`src/inc/ebpwm_defines.svh`:
```
`ifndef EBPWM_DEFINES_SVH
`define EBPWM_DEFINES_SVH

// Register byte offsets
`define EBPWM_OFF_CTRL    8'h00
`define EBPWM_OFF_DUTY    8'h04
`define EBPWM_OFF_PERIOD  8'h08
`define EBPWM_OFF_TIMER   8'h0C
`define EBPWM_OFF_DBAND   8'h10
`define EBPWM_OFF_SHDN    8'h14
`define EBPWM_OFF_PINDIR  8'h18

// Control register fields
`define EBPWM_CTRL_MODE_HI   7
`define EBPWM_CTRL_MODE_LO   6
`define EBPWM_CTRL_DLOW_HI   5
`define EBPWM_CTRL_DLOW_LO   4
`define EBPWM_CTRL_ENA_HI    3
`define EBPWM_CTRL_ENA_LO    2
`define EBPWM_CTRL_POL_AC    1
`define EBPWM_CTRL_POL_BD    0
`define EBPWM_PWM_ENA_CODE   2'h3

// Timer register fields
`define EBPWM_TMR_PS_HI      9
`define EBPWM_TMR_PS_LO      8
`define EBPWM_TMR_RUN        10
`define EBPWM_TMR_FLAG       11

// Dead-band and shutdown register fields
`define EBPWM_DB_RESTART     7
`define EBPWM_SD_STATUS      7
`define EBPWM_SD_SRC_HI      6
`define EBPWM_SD_SRC_LO      4
`define EBPWM_SD_AC_HI       3
`define EBPWM_SD_AC_LO       2
`define EBPWM_SD_BD_HI       1
`define EBPWM_SD_BD_LO       0

// Reset values
`define EBPWM_RST_BYTE       8'h00
`define EBPWM_RST_PINDIR     4'hF

// Timing: quarter phase of one instruction cycle, dead-band counter top
`define EBPWM_LAST_QUARTER   2'h3
`define EBPWM_DCNT_MAX       7'h7F

`endif

```
`src/inc/ebpwm_pkg.sv`:
```
package ebpwm_pkg;

   typedef enum logic [1:0]
   {
      EBPWM_SINGLE   = 2'h0,
      EBPWM_FULL_FWD = 2'h1,
      EBPWM_HALF     = 2'h2,
      EBPWM_FULL_REV = 2'h3
   } ebpwm_mode_t;

   typedef enum logic [1:0]
   {
      EBPWM_PS_1  = 2'h0,
      EBPWM_PS_4  = 2'h1,
      EBPWM_PS_16 = 2'h2,
      EBPWM_PS_16B = 2'h3
   } ebpwm_ps_t;

endpackage

```
`src/verilog/ebpwm_core.sv`:
```
`timescale 1ns/1ps
`include "ebpwm_defines.svh"

// Overview of operation
// Any reset makes all pins inputs and restores every register default.
// Host disables drivers, sets period, mode, duty, starts timer, waits flag.
// Two-bit mode: 00 single, 10 half, 01 full forward, 11 full reverse.
// Ten-bit time base is period timer joined with quarter phase or prescaler.
// On enable, waveform starts only at the next period start.
// Control register written to zero releases all four output pins.
// Pins unused by the selected mode stay free for other functions.
// Two polarity bits set active level for pair a/c and pair b/d.
// Half-bridge drives PWM on out_a and its complement on out_b.
// Half-bridge active edges delayed by delay count; too long stays inactive.
// Full forward: out_a active, out_d modulated, out_b and out_c inactive.
// Full reverse: out_c active, out_b modulated, out_a and out_d inactive.
// Direction change applies next period, modulated outputs idle meanwhile.
// Unmodulated outputs swap one time-base step before period end.
// Full-bridge modes use no dead-band delay.
// Host picks polarity before enabling drivers, not while enabled.
// Match flag sets as second period begins; host waits for it.
// Source field picks interrupt pin, comparators; software set also shuts down.
// Shutdown sets status bit, held until firmware or auto-restart clears it.
// Shutdown forces enabled pins to per-pair high, low or high-impedance.
// Safe select: 00 drive low, 01 drive high, 1x high-impedance.
// Source 000 off, 001 cmp1, 010 cmp2, 011 either, 1xx adds pin.
// Shutdown condition is a level and persists while present.
// With auto-restart, status clears in hardware when condition goes away.
module ebpwm_core
(
   input  wire logic        clock,
   input  wire logic        rst_n,
   input  wire logic        hsel,
   input  wire logic [31:0] haddr,
   input  wire logic [1:0]  htrans,
   input  wire logic        hwrite,
   input  wire logic [2:0]  hsize,
   input  wire logic [31:0] hwdata,
   input  wire logic        hready,
   output logic             hreadyout,
   output logic             hresp,
   output logic      [31:0] hrdata,
   input  wire logic        cmp1_in,
   input  wire logic        cmp2_in,
   input  wire logic        ext_int_in,
   output logic      [3:0]  out_pin,
   output logic      [3:0]  out_pin_oe_n,
   output logic      [3:0]  pwm_owns_pin,
   output logic             timer_match_flag
);

   logic [7:0] ctrl_q;
   logic [7:0] duty_hi_q;
   logic [9:0] duty_lat_q;
   logic [7:0] period_q;
   logic [7:0] tmr_q;
   logic [1:0] ps_q;
   logic       run_q;
   logic       flag_q;
   logic [7:0] db_q;
   logic [2:0] sd_src_q;
   logic [1:0] pss_ac_q;
   logic [1:0] pss_bd_q;
   logic       sd_stat_q;
   logic [3:0] pin_dir_q;
   logic [1:0] qph_q;
   logic [3:0] pre_q;
   logic       pwm_q;
   logic       armed_q;
   logic       dir_q;
   logic [6:0] dcnt_q [2];
   logic [3:0] out_q;
   logic [3:0] oe_n_q;
   logic       wr_q;
   logic       rd_q;
   logic [7:0] addr_q;
   logic [2:0] sync1_q;
   logic [2:0] sync2_q;
   logic [3:0] act;
   logic [31:0] rd_mux;

   // Bus: zero wait states, every access answered OKAY
   wire        req     = hsel && htrans[1] && hready;
   wire        wr_ctrl = wr_q && addr_q == `EBPWM_OFF_CTRL;
   wire        wr_duty = wr_q && addr_q == `EBPWM_OFF_DUTY;
   wire        wr_per  = wr_q && addr_q == `EBPWM_OFF_PERIOD;
   wire        wr_tmr  = wr_q && addr_q == `EBPWM_OFF_TIMER;
   wire        wr_db   = wr_q && addr_q == `EBPWM_OFF_DBAND;
   wire        wr_sd   = wr_q && addr_q == `EBPWM_OFF_SHDN;
   wire        wr_dir  = wr_q && addr_q == `EBPWM_OFF_PINDIR;

   assign hreadyout = 1'b1;
   assign hresp     = 1'b0;

   // Pin inputs pass two flops before use
   wire        cmp1_s  = sync2_q[0];
   wire        cmp2_s  = sync2_q[1];
   wire        int_s   = sync2_q[2];

   // Time base
   wire ebpwm_pkg::ebpwm_ps_t ps = ebpwm_pkg::ebpwm_ps_t'(ps_q);
   wire        icyc    = qph_q == `EBPWM_LAST_QUARTER;
   wire [1:0]  low2    = (ps == ebpwm_pkg::EBPWM_PS_1) ? qph_q :
                         (ps == ebpwm_pkg::EBPWM_PS_4) ? pre_q[1:0] :
                         pre_q[3:2];
   wire        pre_top = (ps == ebpwm_pkg::EBPWM_PS_1) ? 1'b1 :
                         (ps == ebpwm_pkg::EBPWM_PS_4) ? &pre_q[1:0] :
                         &pre_q;
   wire        step     = run_q && icyc && pre_top;
   wire        at_per   = tmr_q == period_q;
   wire        rollover = step && at_per;
   wire [9:0]  tbase    = {tmr_q, low2};
   wire [9:0]  duty_new = {duty_hi_q,
                           ctrl_q[`EBPWM_CTRL_DLOW_HI:`EBPWM_CTRL_DLOW_LO]};
   wire        last_lsb = run_q && at_per && low2 == 2'h3;
   wire        pwm_now  = pwm_q && !(run_q && tbase == duty_lat_q);

   // Mode and direction
   wire        pwm_on  = ctrl_q[`EBPWM_CTRL_ENA_HI:`EBPWM_CTRL_ENA_LO]
                         == `EBPWM_PWM_ENA_CODE;
   wire        full    = ctrl_q[`EBPWM_CTRL_MODE_LO];
   wire        dir_new = ctrl_q[`EBPWM_CTRL_MODE_HI];
   wire        pending = full && dir_new != dir_q;
   // Swap one step early, modulation idle in that step
   wire        hold    = pending && last_lsb;
   wire        dir_eff = hold ? dir_new : dir_q;
   wire ebpwm_pkg::ebpwm_mode_t mode =
      ebpwm_pkg::ebpwm_mode_t'({full ? dir_eff : dir_new, full});
   wire        pwm_mod = pwm_now && !hold;

   // Shutdown
   wire        sd_cond = (sd_src_q[0] && cmp1_s) ||
                         (sd_src_q[1] && cmp2_s) ||
                         (sd_src_q[2] && !int_s);
   wire        sd_set  = sd_cond || (wr_sd && hwdata[`EBPWM_SD_STATUS]);
   wire        restart = db_q[`EBPWM_DB_RESTART];

   // Dead-band on the half-bridge pair
   wire [1:0]  raw     = {!pwm_now, pwm_now};
   wire [6:0]  dly     = db_q[6:0];
   wire [1:0]  dead;

   genvar g;
   generate
      for (g = 0; g < 2; g++)
      begin : g_dead
         assign dead[g] = raw[g] && dcnt_q[g] >= dly;
      end
   endgenerate

   always_comb
   begin
      act = 4'h0;
      unique case (mode)
         ebpwm_pkg::EBPWM_SINGLE:   act = {3'h0, pwm_now};
         ebpwm_pkg::EBPWM_HALF:     act = {2'h0, dead};
         ebpwm_pkg::EBPWM_FULL_FWD: act = {pwm_mod, 2'h0, 1'b1};
         ebpwm_pkg::EBPWM_FULL_REV: act = {1'b0, 1'b1, pwm_mod, 1'b0};
      endcase
   end

   // Unused pins stay with the port
   wire [3:0]  owns = !pwm_on ? 4'h0 :
                      full ? 4'hF :
                      (mode == ebpwm_pkg::EBPWM_HALF) ? 4'h3 : 4'h1;
   wire        pol_ac = ctrl_q[`EBPWM_CTRL_POL_AC];
   wire        pol_bd = ctrl_q[`EBPWM_CTRL_POL_BD];
   wire [3:0]  pol    = {pol_bd, pol_ac, pol_bd, pol_ac};
   wire [3:0]  lvl    = (armed_q ? act : 4'h0) ^ pol;
   wire [3:0]  sd_val = {pss_bd_q[0], pss_ac_q[0], pss_bd_q[0], pss_ac_q[0]};
   wire [3:0]  sd_z   = {pss_bd_q[1], pss_ac_q[1], pss_bd_q[1], pss_ac_q[1]};
   wire [3:0]  out_d  = owns & (sd_stat_q ? sd_val : lvl);
   wire [3:0]  oe_n_d = ~owns | pin_dir_q |
                        ({4{sd_stat_q}} & sd_z);

   assign out_pin          = out_q;
   assign out_pin_oe_n     = oe_n_q;
   assign pwm_owns_pin     = owns;
   assign timer_match_flag = flag_q;

   // Read data
   assign rd_mux =
      (addr_q == `EBPWM_OFF_CTRL)   ? {24'h0, ctrl_q} :
      (addr_q == `EBPWM_OFF_DUTY)   ? {14'h0, duty_lat_q, duty_hi_q} :
      (addr_q == `EBPWM_OFF_PERIOD) ? {24'h0, period_q} :
      (addr_q == `EBPWM_OFF_TIMER)  ? {20'h0, flag_q, run_q, ps_q, tmr_q} :
      (addr_q == `EBPWM_OFF_DBAND)  ? {24'h0, db_q} :
      (addr_q == `EBPWM_OFF_SHDN)   ? {24'h0, sd_stat_q, sd_src_q,
                                       pss_ac_q, pss_bd_q} :
      (addr_q == `EBPWM_OFF_PINDIR) ? {28'h0, pin_dir_q} : 32'h0;
   assign hrdata = rd_q ? rd_mux : 32'h0;

   // Synchronisers run through reset so inputs are settled at release
   always_ff @(posedge clock)
   begin
      sync1_q <= {ext_int_in, cmp2_in, cmp1_in};
      sync2_q <= sync1_q;
      wr_q    <= rst_n && req && hwrite;
      rd_q    <= rst_n && req && !hwrite;
      addr_q  <= !rst_n ? 8'h00 : req ? haddr[7:0] : addr_q;
   end

   // Register file
   always_ff @(posedge clock)
   begin
      if (!rst_n)
      begin
         ctrl_q    <= `EBPWM_RST_BYTE;
         duty_hi_q <= `EBPWM_RST_BYTE;
         period_q  <= `EBPWM_RST_BYTE;
         ps_q      <= 2'h0;
         run_q     <= 1'b0;
         db_q      <= `EBPWM_RST_BYTE;
         sd_src_q  <= 3'h0;
         pss_ac_q  <= 2'h0;
         pss_bd_q  <= 2'h0;
         pin_dir_q <= `EBPWM_RST_PINDIR;
      end
      else
      begin
         ctrl_q    <= wr_ctrl ? hwdata[7:0] : ctrl_q;
         duty_hi_q <= wr_duty ? hwdata[7:0] : duty_hi_q;
         period_q  <= wr_per ? hwdata[7:0] : period_q;
         ps_q      <= wr_tmr ? hwdata[`EBPWM_TMR_PS_HI:`EBPWM_TMR_PS_LO]
                             : ps_q;
         run_q     <= wr_tmr ? hwdata[`EBPWM_TMR_RUN] : run_q;
         db_q      <= wr_db ? hwdata[7:0] : db_q;
         sd_src_q  <= wr_sd ? hwdata[`EBPWM_SD_SRC_HI:`EBPWM_SD_SRC_LO]
                            : sd_src_q;
         pss_ac_q  <= wr_sd ? hwdata[`EBPWM_SD_AC_HI:`EBPWM_SD_AC_LO]
                            : pss_ac_q;
         pss_bd_q  <= wr_sd ? hwdata[`EBPWM_SD_BD_HI:`EBPWM_SD_BD_LO]
                            : pss_bd_q;
         pin_dir_q <= wr_dir ? hwdata[3:0] : pin_dir_q;
      end
   end

   // Timer, duty latch and raw waveform
   always_ff @(posedge clock)
   begin
      if (!rst_n)
      begin
         qph_q      <= 2'h0;
         pre_q      <= 4'h0;
         tmr_q      <= 8'h00;
         duty_lat_q <= 10'h000;
         pwm_q      <= 1'b0;
         flag_q     <= 1'b0;
      end
      else
      begin
         qph_q <= qph_q + 2'h1;
         if (wr_tmr)
            pre_q <= 4'h0;
         else if (run_q && icyc)
            pre_q <= pre_q + 4'h1;
         if (wr_tmr)
            tmr_q <= hwdata[7:0];
         else if (step)
            tmr_q <= at_per ? 8'h00 : tmr_q + 8'h01;
         if (rollover)
         begin
            duty_lat_q <= duty_new;
            pwm_q      <= duty_new != 10'h000;
         end
         else if (run_q && tbase == duty_lat_q)
            pwm_q <= 1'b0;
         // A match in the clearing cycle keeps the flag set
         if (rollover)
            flag_q <= 1'b1;
         else if (wr_tmr && hwdata[`EBPWM_TMR_FLAG])
            flag_q <= 1'b0;
      end
   end

   // Control state: arming, direction, shutdown, dead-band counters
   always_ff @(posedge clock)
   begin
      if (!rst_n)
      begin
         armed_q   <= 1'b0;
         dir_q     <= 1'b0;
         sd_stat_q <= 1'b0;
         dcnt_q[0] <= 7'h00;
         dcnt_q[1] <= 7'h00;
         out_q     <= 4'h0;
         oe_n_q    <= 4'hF;
      end
      else
      begin
         if (!pwm_on || sd_stat_q)
            armed_q <= 1'b0;
         else if (rollover)
            armed_q <= 1'b1;
         if (!full || rollover || !run_q)
            dir_q <= dir_new;
         // Writes cannot clear while the condition persists
         if (sd_set)
            sd_stat_q <= 1'b1;
         else if (restart)
            sd_stat_q <= 1'b0;
         else if (wr_sd)
            sd_stat_q <= 1'b0;
         for (int i = 0; i < 2; i++)
         begin
            if (!raw[i])
               dcnt_q[i] <= 7'h00;
            else if (icyc && dcnt_q[i] != `EBPWM_DCNT_MAX)
               dcnt_q[i] <= dcnt_q[i] + 7'h01;
         end
         out_q  <= out_d;
         oe_n_q <= oe_n_d;
      end
   end
endmodule

```
`config.mk`:
```
export PLATFORM = sky130hd
export DESIGN_NAME = ebpwm_core
export DESIGN_NICKNAME = d
export VERILOG_FILES = /design/src/inc/ebpwm_pkg.sv /design/src/verilog/ebpwm_core.sv
export VERILOG_INCLUDE_DIRS = /design/src /design/src/inc
export SDC_FILE = /design/constraint.sdc
export NUM_CORES = 1
export LEC_CHECK = 0
export CAP_MARGIN = 10
export CORE_MARGIN = 1.5
export CORE_UTILIZATION = 60
export CTS_CLUSTER_SIZE = 12
export DETAILED_ROUTE_END_ITERATION = 8
export DONT_BUFFER_PORTS = 1
export PLACE_DENSITY = 0.76
export SETUP_SLACK_MARGIN = 0.2
export SLEW_MARGIN = 30
export SYNTH_ARGS = -nofsm -noshare
export SYNTH_HDL_FRONTEND = slang
export SYNTH_SLANG_ARGS = --single-unit
```
`constraint.sdc`:
```
create_clock -name clock -period 2.95 [get_ports clock]
set_input_delay 0.295 -clock clock [delete_from_list [all_inputs] [get_ports clock]]
set_output_delay 0.295 -clock clock [all_outputs]
set_load 0.02 [all_outputs]
```
==> impl_summary.log <==
[metrics] run status: completed
[metrics] setup slack at placement: between 600 and 700 ps
[metrics] global-route wire length before repair: ~25 mm
[metrics] library cell occupying the most area in the post-synthesis netlist: sky130_fd_sc_hd__dfxtp_1
[metrics] Synth Cell Area: just under 6000 um2
[metrics] maximum number of pins on one net before global-route repair: 49
[metrics] clock buffer count from CTS: 17
[metrics] crit path max fanout: 9
[metrics] prevailing post-synth register cell: sky130_fd_sc_hd__dfxtp_1
[metrics] vias: 5,237
[metrics] Post-Place Cell Area: between 5000 and 6000 um2
[metrics] area growth from synthesis to layout: 15.1%
[metrics] total I/O pin count: between 100 and 150
[metrics] type of the tightest min-delay check: input port to flip-flop
[metrics] Initial Utilization: 0.628
[metrics] capture point of the worst reg-to-reg path: out_pin[0]
[metrics] number of max-capacitance violations reported: 0
[metrics] via count of the first global-routing pass: 4,971
[metrics] half-perimeter wire length after detailed placement: between 10 and 15 mm
[metrics] master cell of the clock root buffer: sky130_fd_sc_hd__clkbuf_8
[metrics] CP arrival: roughly 2400 ps
[metrics] number of enable flip-flop cells after synthesis: 14
[metrics] main area contributors after synthesis: sky130_fd_sc_hd__dfxtp_1 (34%), sky130_fd_sc_hd__mux2i_1 (7.8%), sky130_fd_sc_hd__edfxtp_1 (7.1%)
[metrics] Slew headroom: 0.504
[metrics] count of yosys warnings during synthesis: 0
[metrics] clock transition at the register clock pins on the worst setup and hold paths after CTS: around 60 ps
[metrics] Distinct cells, synth: 56
[metrics] share of the synthesized area in the top cell type: 0.337
[metrics] # port buffers: 0
[metrics] fraction of final layout cells with drive strength greater than 1: 0.0999
[metrics] number of sinks on the clock net: 113
[metrics] Clock Latency Late Sink: ~530 ps
[metrics] nature of the critical path endpoint: primary output
[metrics] maximum clock frequency: ~370 MHz
[metrics] count of final max-slew check failures: 0
[metrics] PwrDens: roughly 540 nW/um2
[metrics] remaining antenna violation count: 0
[metrics] top cells by count, synth: sky130_fd_sc_hd__nand2_1 (104), sky130_fd_sc_hd__dfxtp_1 (99), sky130_fd_sc_hd__nor2_1 (75)
[metrics] launching point of the worst reg2reg path: tmr_q[5]
[metrics] IR Drop Worst-Case VDD: between 0.4 and 0.5 mV
[metrics] gr ovfl total: 0
[metrics] Worst Path Required: approximately 2700 ps
[metrics] worst clock skew on the final layout: between 8 and 9 ps
[metrics] share of the yosys chip area belonging to registers: 0.408
[metrics] crit path setup slack, layout: ~240 ps
[metrics] Clock Path Buffers: 2
[metrics] Final min period: 2710 ps
[metrics] Die Wd: a little over 100 um
[metrics] level count of the clock H-tree: 4
[metrics] flip-flop and latch count after synthesis: around 110
[metrics] detailed-routing iteration count for the pre-antenna-repair pass: 6
[metrics] setup repair after global routing missed its margin: no
[metrics] Syn Area/Cell: around 8.5 um2
[metrics] overall die height: roughly 100 um
[metrics] WL/cell: about 19 um
[metrics] area of the die: 10,400 um2
[metrics] Hold WS: just over 40 ps
[metrics] remaining design rule violation count: 0
[metrics] final hold violation count: 0
[metrics] critical path launch point type: flip-flop
[metrics] Worst Hold Path EP: out_pin[3]
[metrics] WHS Path Cells: 2
[metrics] net count of the finished layout: 804
[metrics] initial drt markers: ~390
[metrics] beginning of the worst hold path: rst_n
[metrics] number of filler cells placed in the layout: roughly 700
[metrics] fin crit share: 0.918
[metrics] most instantiated library cell after synthesis: sky130_fd_sc_hd__nand2_1
[metrics] Async S/R FF share, synth: 0
[metrics] area of the core region: between 9000 and 10,000 um2
[metrics] critical path start-end classification: flip-flop to primary output
[metrics] measured slew at the worst slew-check pin: around 740 ps
[metrics] Overall Global Routing Usage: 0.322
[metrics] via density per instance: between 6 and 7
[metrics] antenna violations before repair: 1
[metrics] setup slack of the worst register-to-register path: around 580 ps
[metrics] total wire length: roughly 16 mm
[metrics] P_leak: 0.00258 uW
[metrics] cells after synthesis: 690
[metrics] global placer's final weighted congestion: 0.948
[metrics] CTS tree: done
[metrics] row cnt: 35
[metrics] number of setup violations in the final report: 0
[metrics] depth of the worst register-to-register path: 7
[metrics] post-layout instance area: 6780 um2
[metrics] setup TNS: 0 ps
==> layer usage <==
| metal | track usage | routed length (um) | vias to the layer above |
|---|---|---|---|
| li1 | - | - | 2401 |
| met1 | 0.378 | 6290 | 2483 |
| met2 | 0.525 | 7820 | 284 |
| met3 | 0.0985 | 1350 | 69 |
| met4 | 0.181 | 757 | 0 |
| met5 | 0 | 0 | - |
==> stage by stage <==
stage / total power, uW / std cells / util
after detailed placement: 1760 / 791 / 0.632
after global placement: 1760 / 791 / 0.632
final: 3690 / 851 / 0.723
after CTS: 3680 / 848 / 0.718
after floorplan: 1750 / 704 / -
after global routing: 3780 / 851 / 0.723
==> sequential cells by signal, summed over array words and instances (netlist names), 3 cells and up <==
signal / count
pin_dir_q: 4
duty_lat_q: 10
db_q: 8
pre_q: 4
duty_hi_q: 8
sd_src_q: 3
period_q: 8
sync2_q: 3
out_pin: 4
tmr_q: 8
out_pin_oe_n: 4
dcnt_q: 14
sync1_q: 3
ctrl_q: 8
addr_q: 8
==> cell usage in the layout (no fill, tap or decap), types with 5 or more instances in the layout <==
| cell | count |
|---|---|
| sky130_fd_sc_hd__a211o_1 | 5 |
| sky130_fd_sc_hd__a211oi_1 | 12 |
| sky130_fd_sc_hd__a21oi_1 | 53 |
| sky130_fd_sc_hd__a22oi_1 | 5 |
| sky130_fd_sc_hd__and2_1 | 19 |
| sky130_fd_sc_hd__and3_1 | 10 |
| sky130_fd_sc_hd__buf_4 | 16 |
| sky130_fd_sc_hd__clkbuf_16 | 17 |
| sky130_fd_sc_hd__conb_1 | 16 |
| sky130_fd_sc_hd__dfxtp_1 | 98 |
| sky130_fd_sc_hd__dlygate4sd3_1 | 25 |
| sky130_fd_sc_hd__edfxtp_1 | 14 |
| sky130_fd_sc_hd__ha_1 | 19 |
| sky130_fd_sc_hd__inv_1 | 16 |
| sky130_fd_sc_hd__inv_6 | 6 |
| sky130_fd_sc_hd__mux2i_1 | 46 |
| sky130_fd_sc_hd__nand2_1 | 104 |
| sky130_fd_sc_hd__nand3_1 | 26 |
| sky130_fd_sc_hd__nand4_1 | 7 |
| sky130_fd_sc_hd__nor2_1 | 75 |
| sky130_fd_sc_hd__nor2b_1 | 5 |
| sky130_fd_sc_hd__o21ai_0 | 22 |
| sky130_fd_sc_hd__xnor2_1 | 20 |
| sky130_fd_sc_hd__xor2_1 | 11 |
==> worst max path at each step <==
stage                    from    endpoint  cells after the start
floorplan           addr_q[4]   hrdata[4]                      6
global route        addr_q[0]   hrdata[0]                      7
detailed placement   tmr_q[5]  out_pin[0]                      7
global placement     tmr_q[5]  out_pin[0]                      7
CTS                 addr_q[0]   hrdata[1]                      9
finish              addr_q[3]   hrdata[0]                      7
==> where the power goes <==
group	leakage (uW)	internal (uW)	switching, uW	total (uW)
sequential	0.000961	1570	17.9	1590
combinational	0.00135	66.0	131	197
clock	0.000274	1100	794	1900
==> worst max-delay path, cell delays in order (launching register included) <==
cell and delay, ps:
sky130_fd_sc_hd__dfxtp_1 370, sky130_fd_sc_hd__nor2b_1 280, sky130_fd_sc_hd__and2_1 390, sky130_fd_sc_hd__nand2_1 90, sky130_fd_sc_hd__a21oi_1 160, sky130_fd_sc_hd__a21oi_1 70, sky130_fd_sc_hd__a21oi_1 230, sky130_fd_sc_hd__o21a_1 290
==> what timing repair did <==
item,4_1_cts,5_1_grt
gates resized for setup,1,10
buffers inserted,0,1
gates cloned,0,1
setup endpoints to repair,2,12
hold buffers,25,0
hold endpoints to repair,74,0
==> logic make-up after synthesis <==
family | after synthesis | share of synthesized area
multiplexers | 48 | 0.0846
adder cells (fa/ha/maj) | 19 | 0.0404
buffers and inverters | 74 | 0.0612
flip-flops | 113 | 0.408
XOR/XNOR | 31 | 0.0461
AO/OA/AOI/OAI | 131 | 0.147
AND/OR/NAND/NOR | 272 | 0.212
other | 2 | 0.00128
==> area by class of cell <==
type,instances,area [um2],share of cell area
Antenna cell,1,2.50,0.000369
Clock buffer,18,439,0.0648
Clock inverter,14,116,0.0172
Inverter,17,63.8,0.00942
Multi-Input combinational cell,517,3210,0.473
Sequential cell,113,2400,0.355
Tap cell,129,161,0.0238
Timing Repair Buffer,42,382,0.0563
No activity file was read; power rests on OpenSTA's default activity.
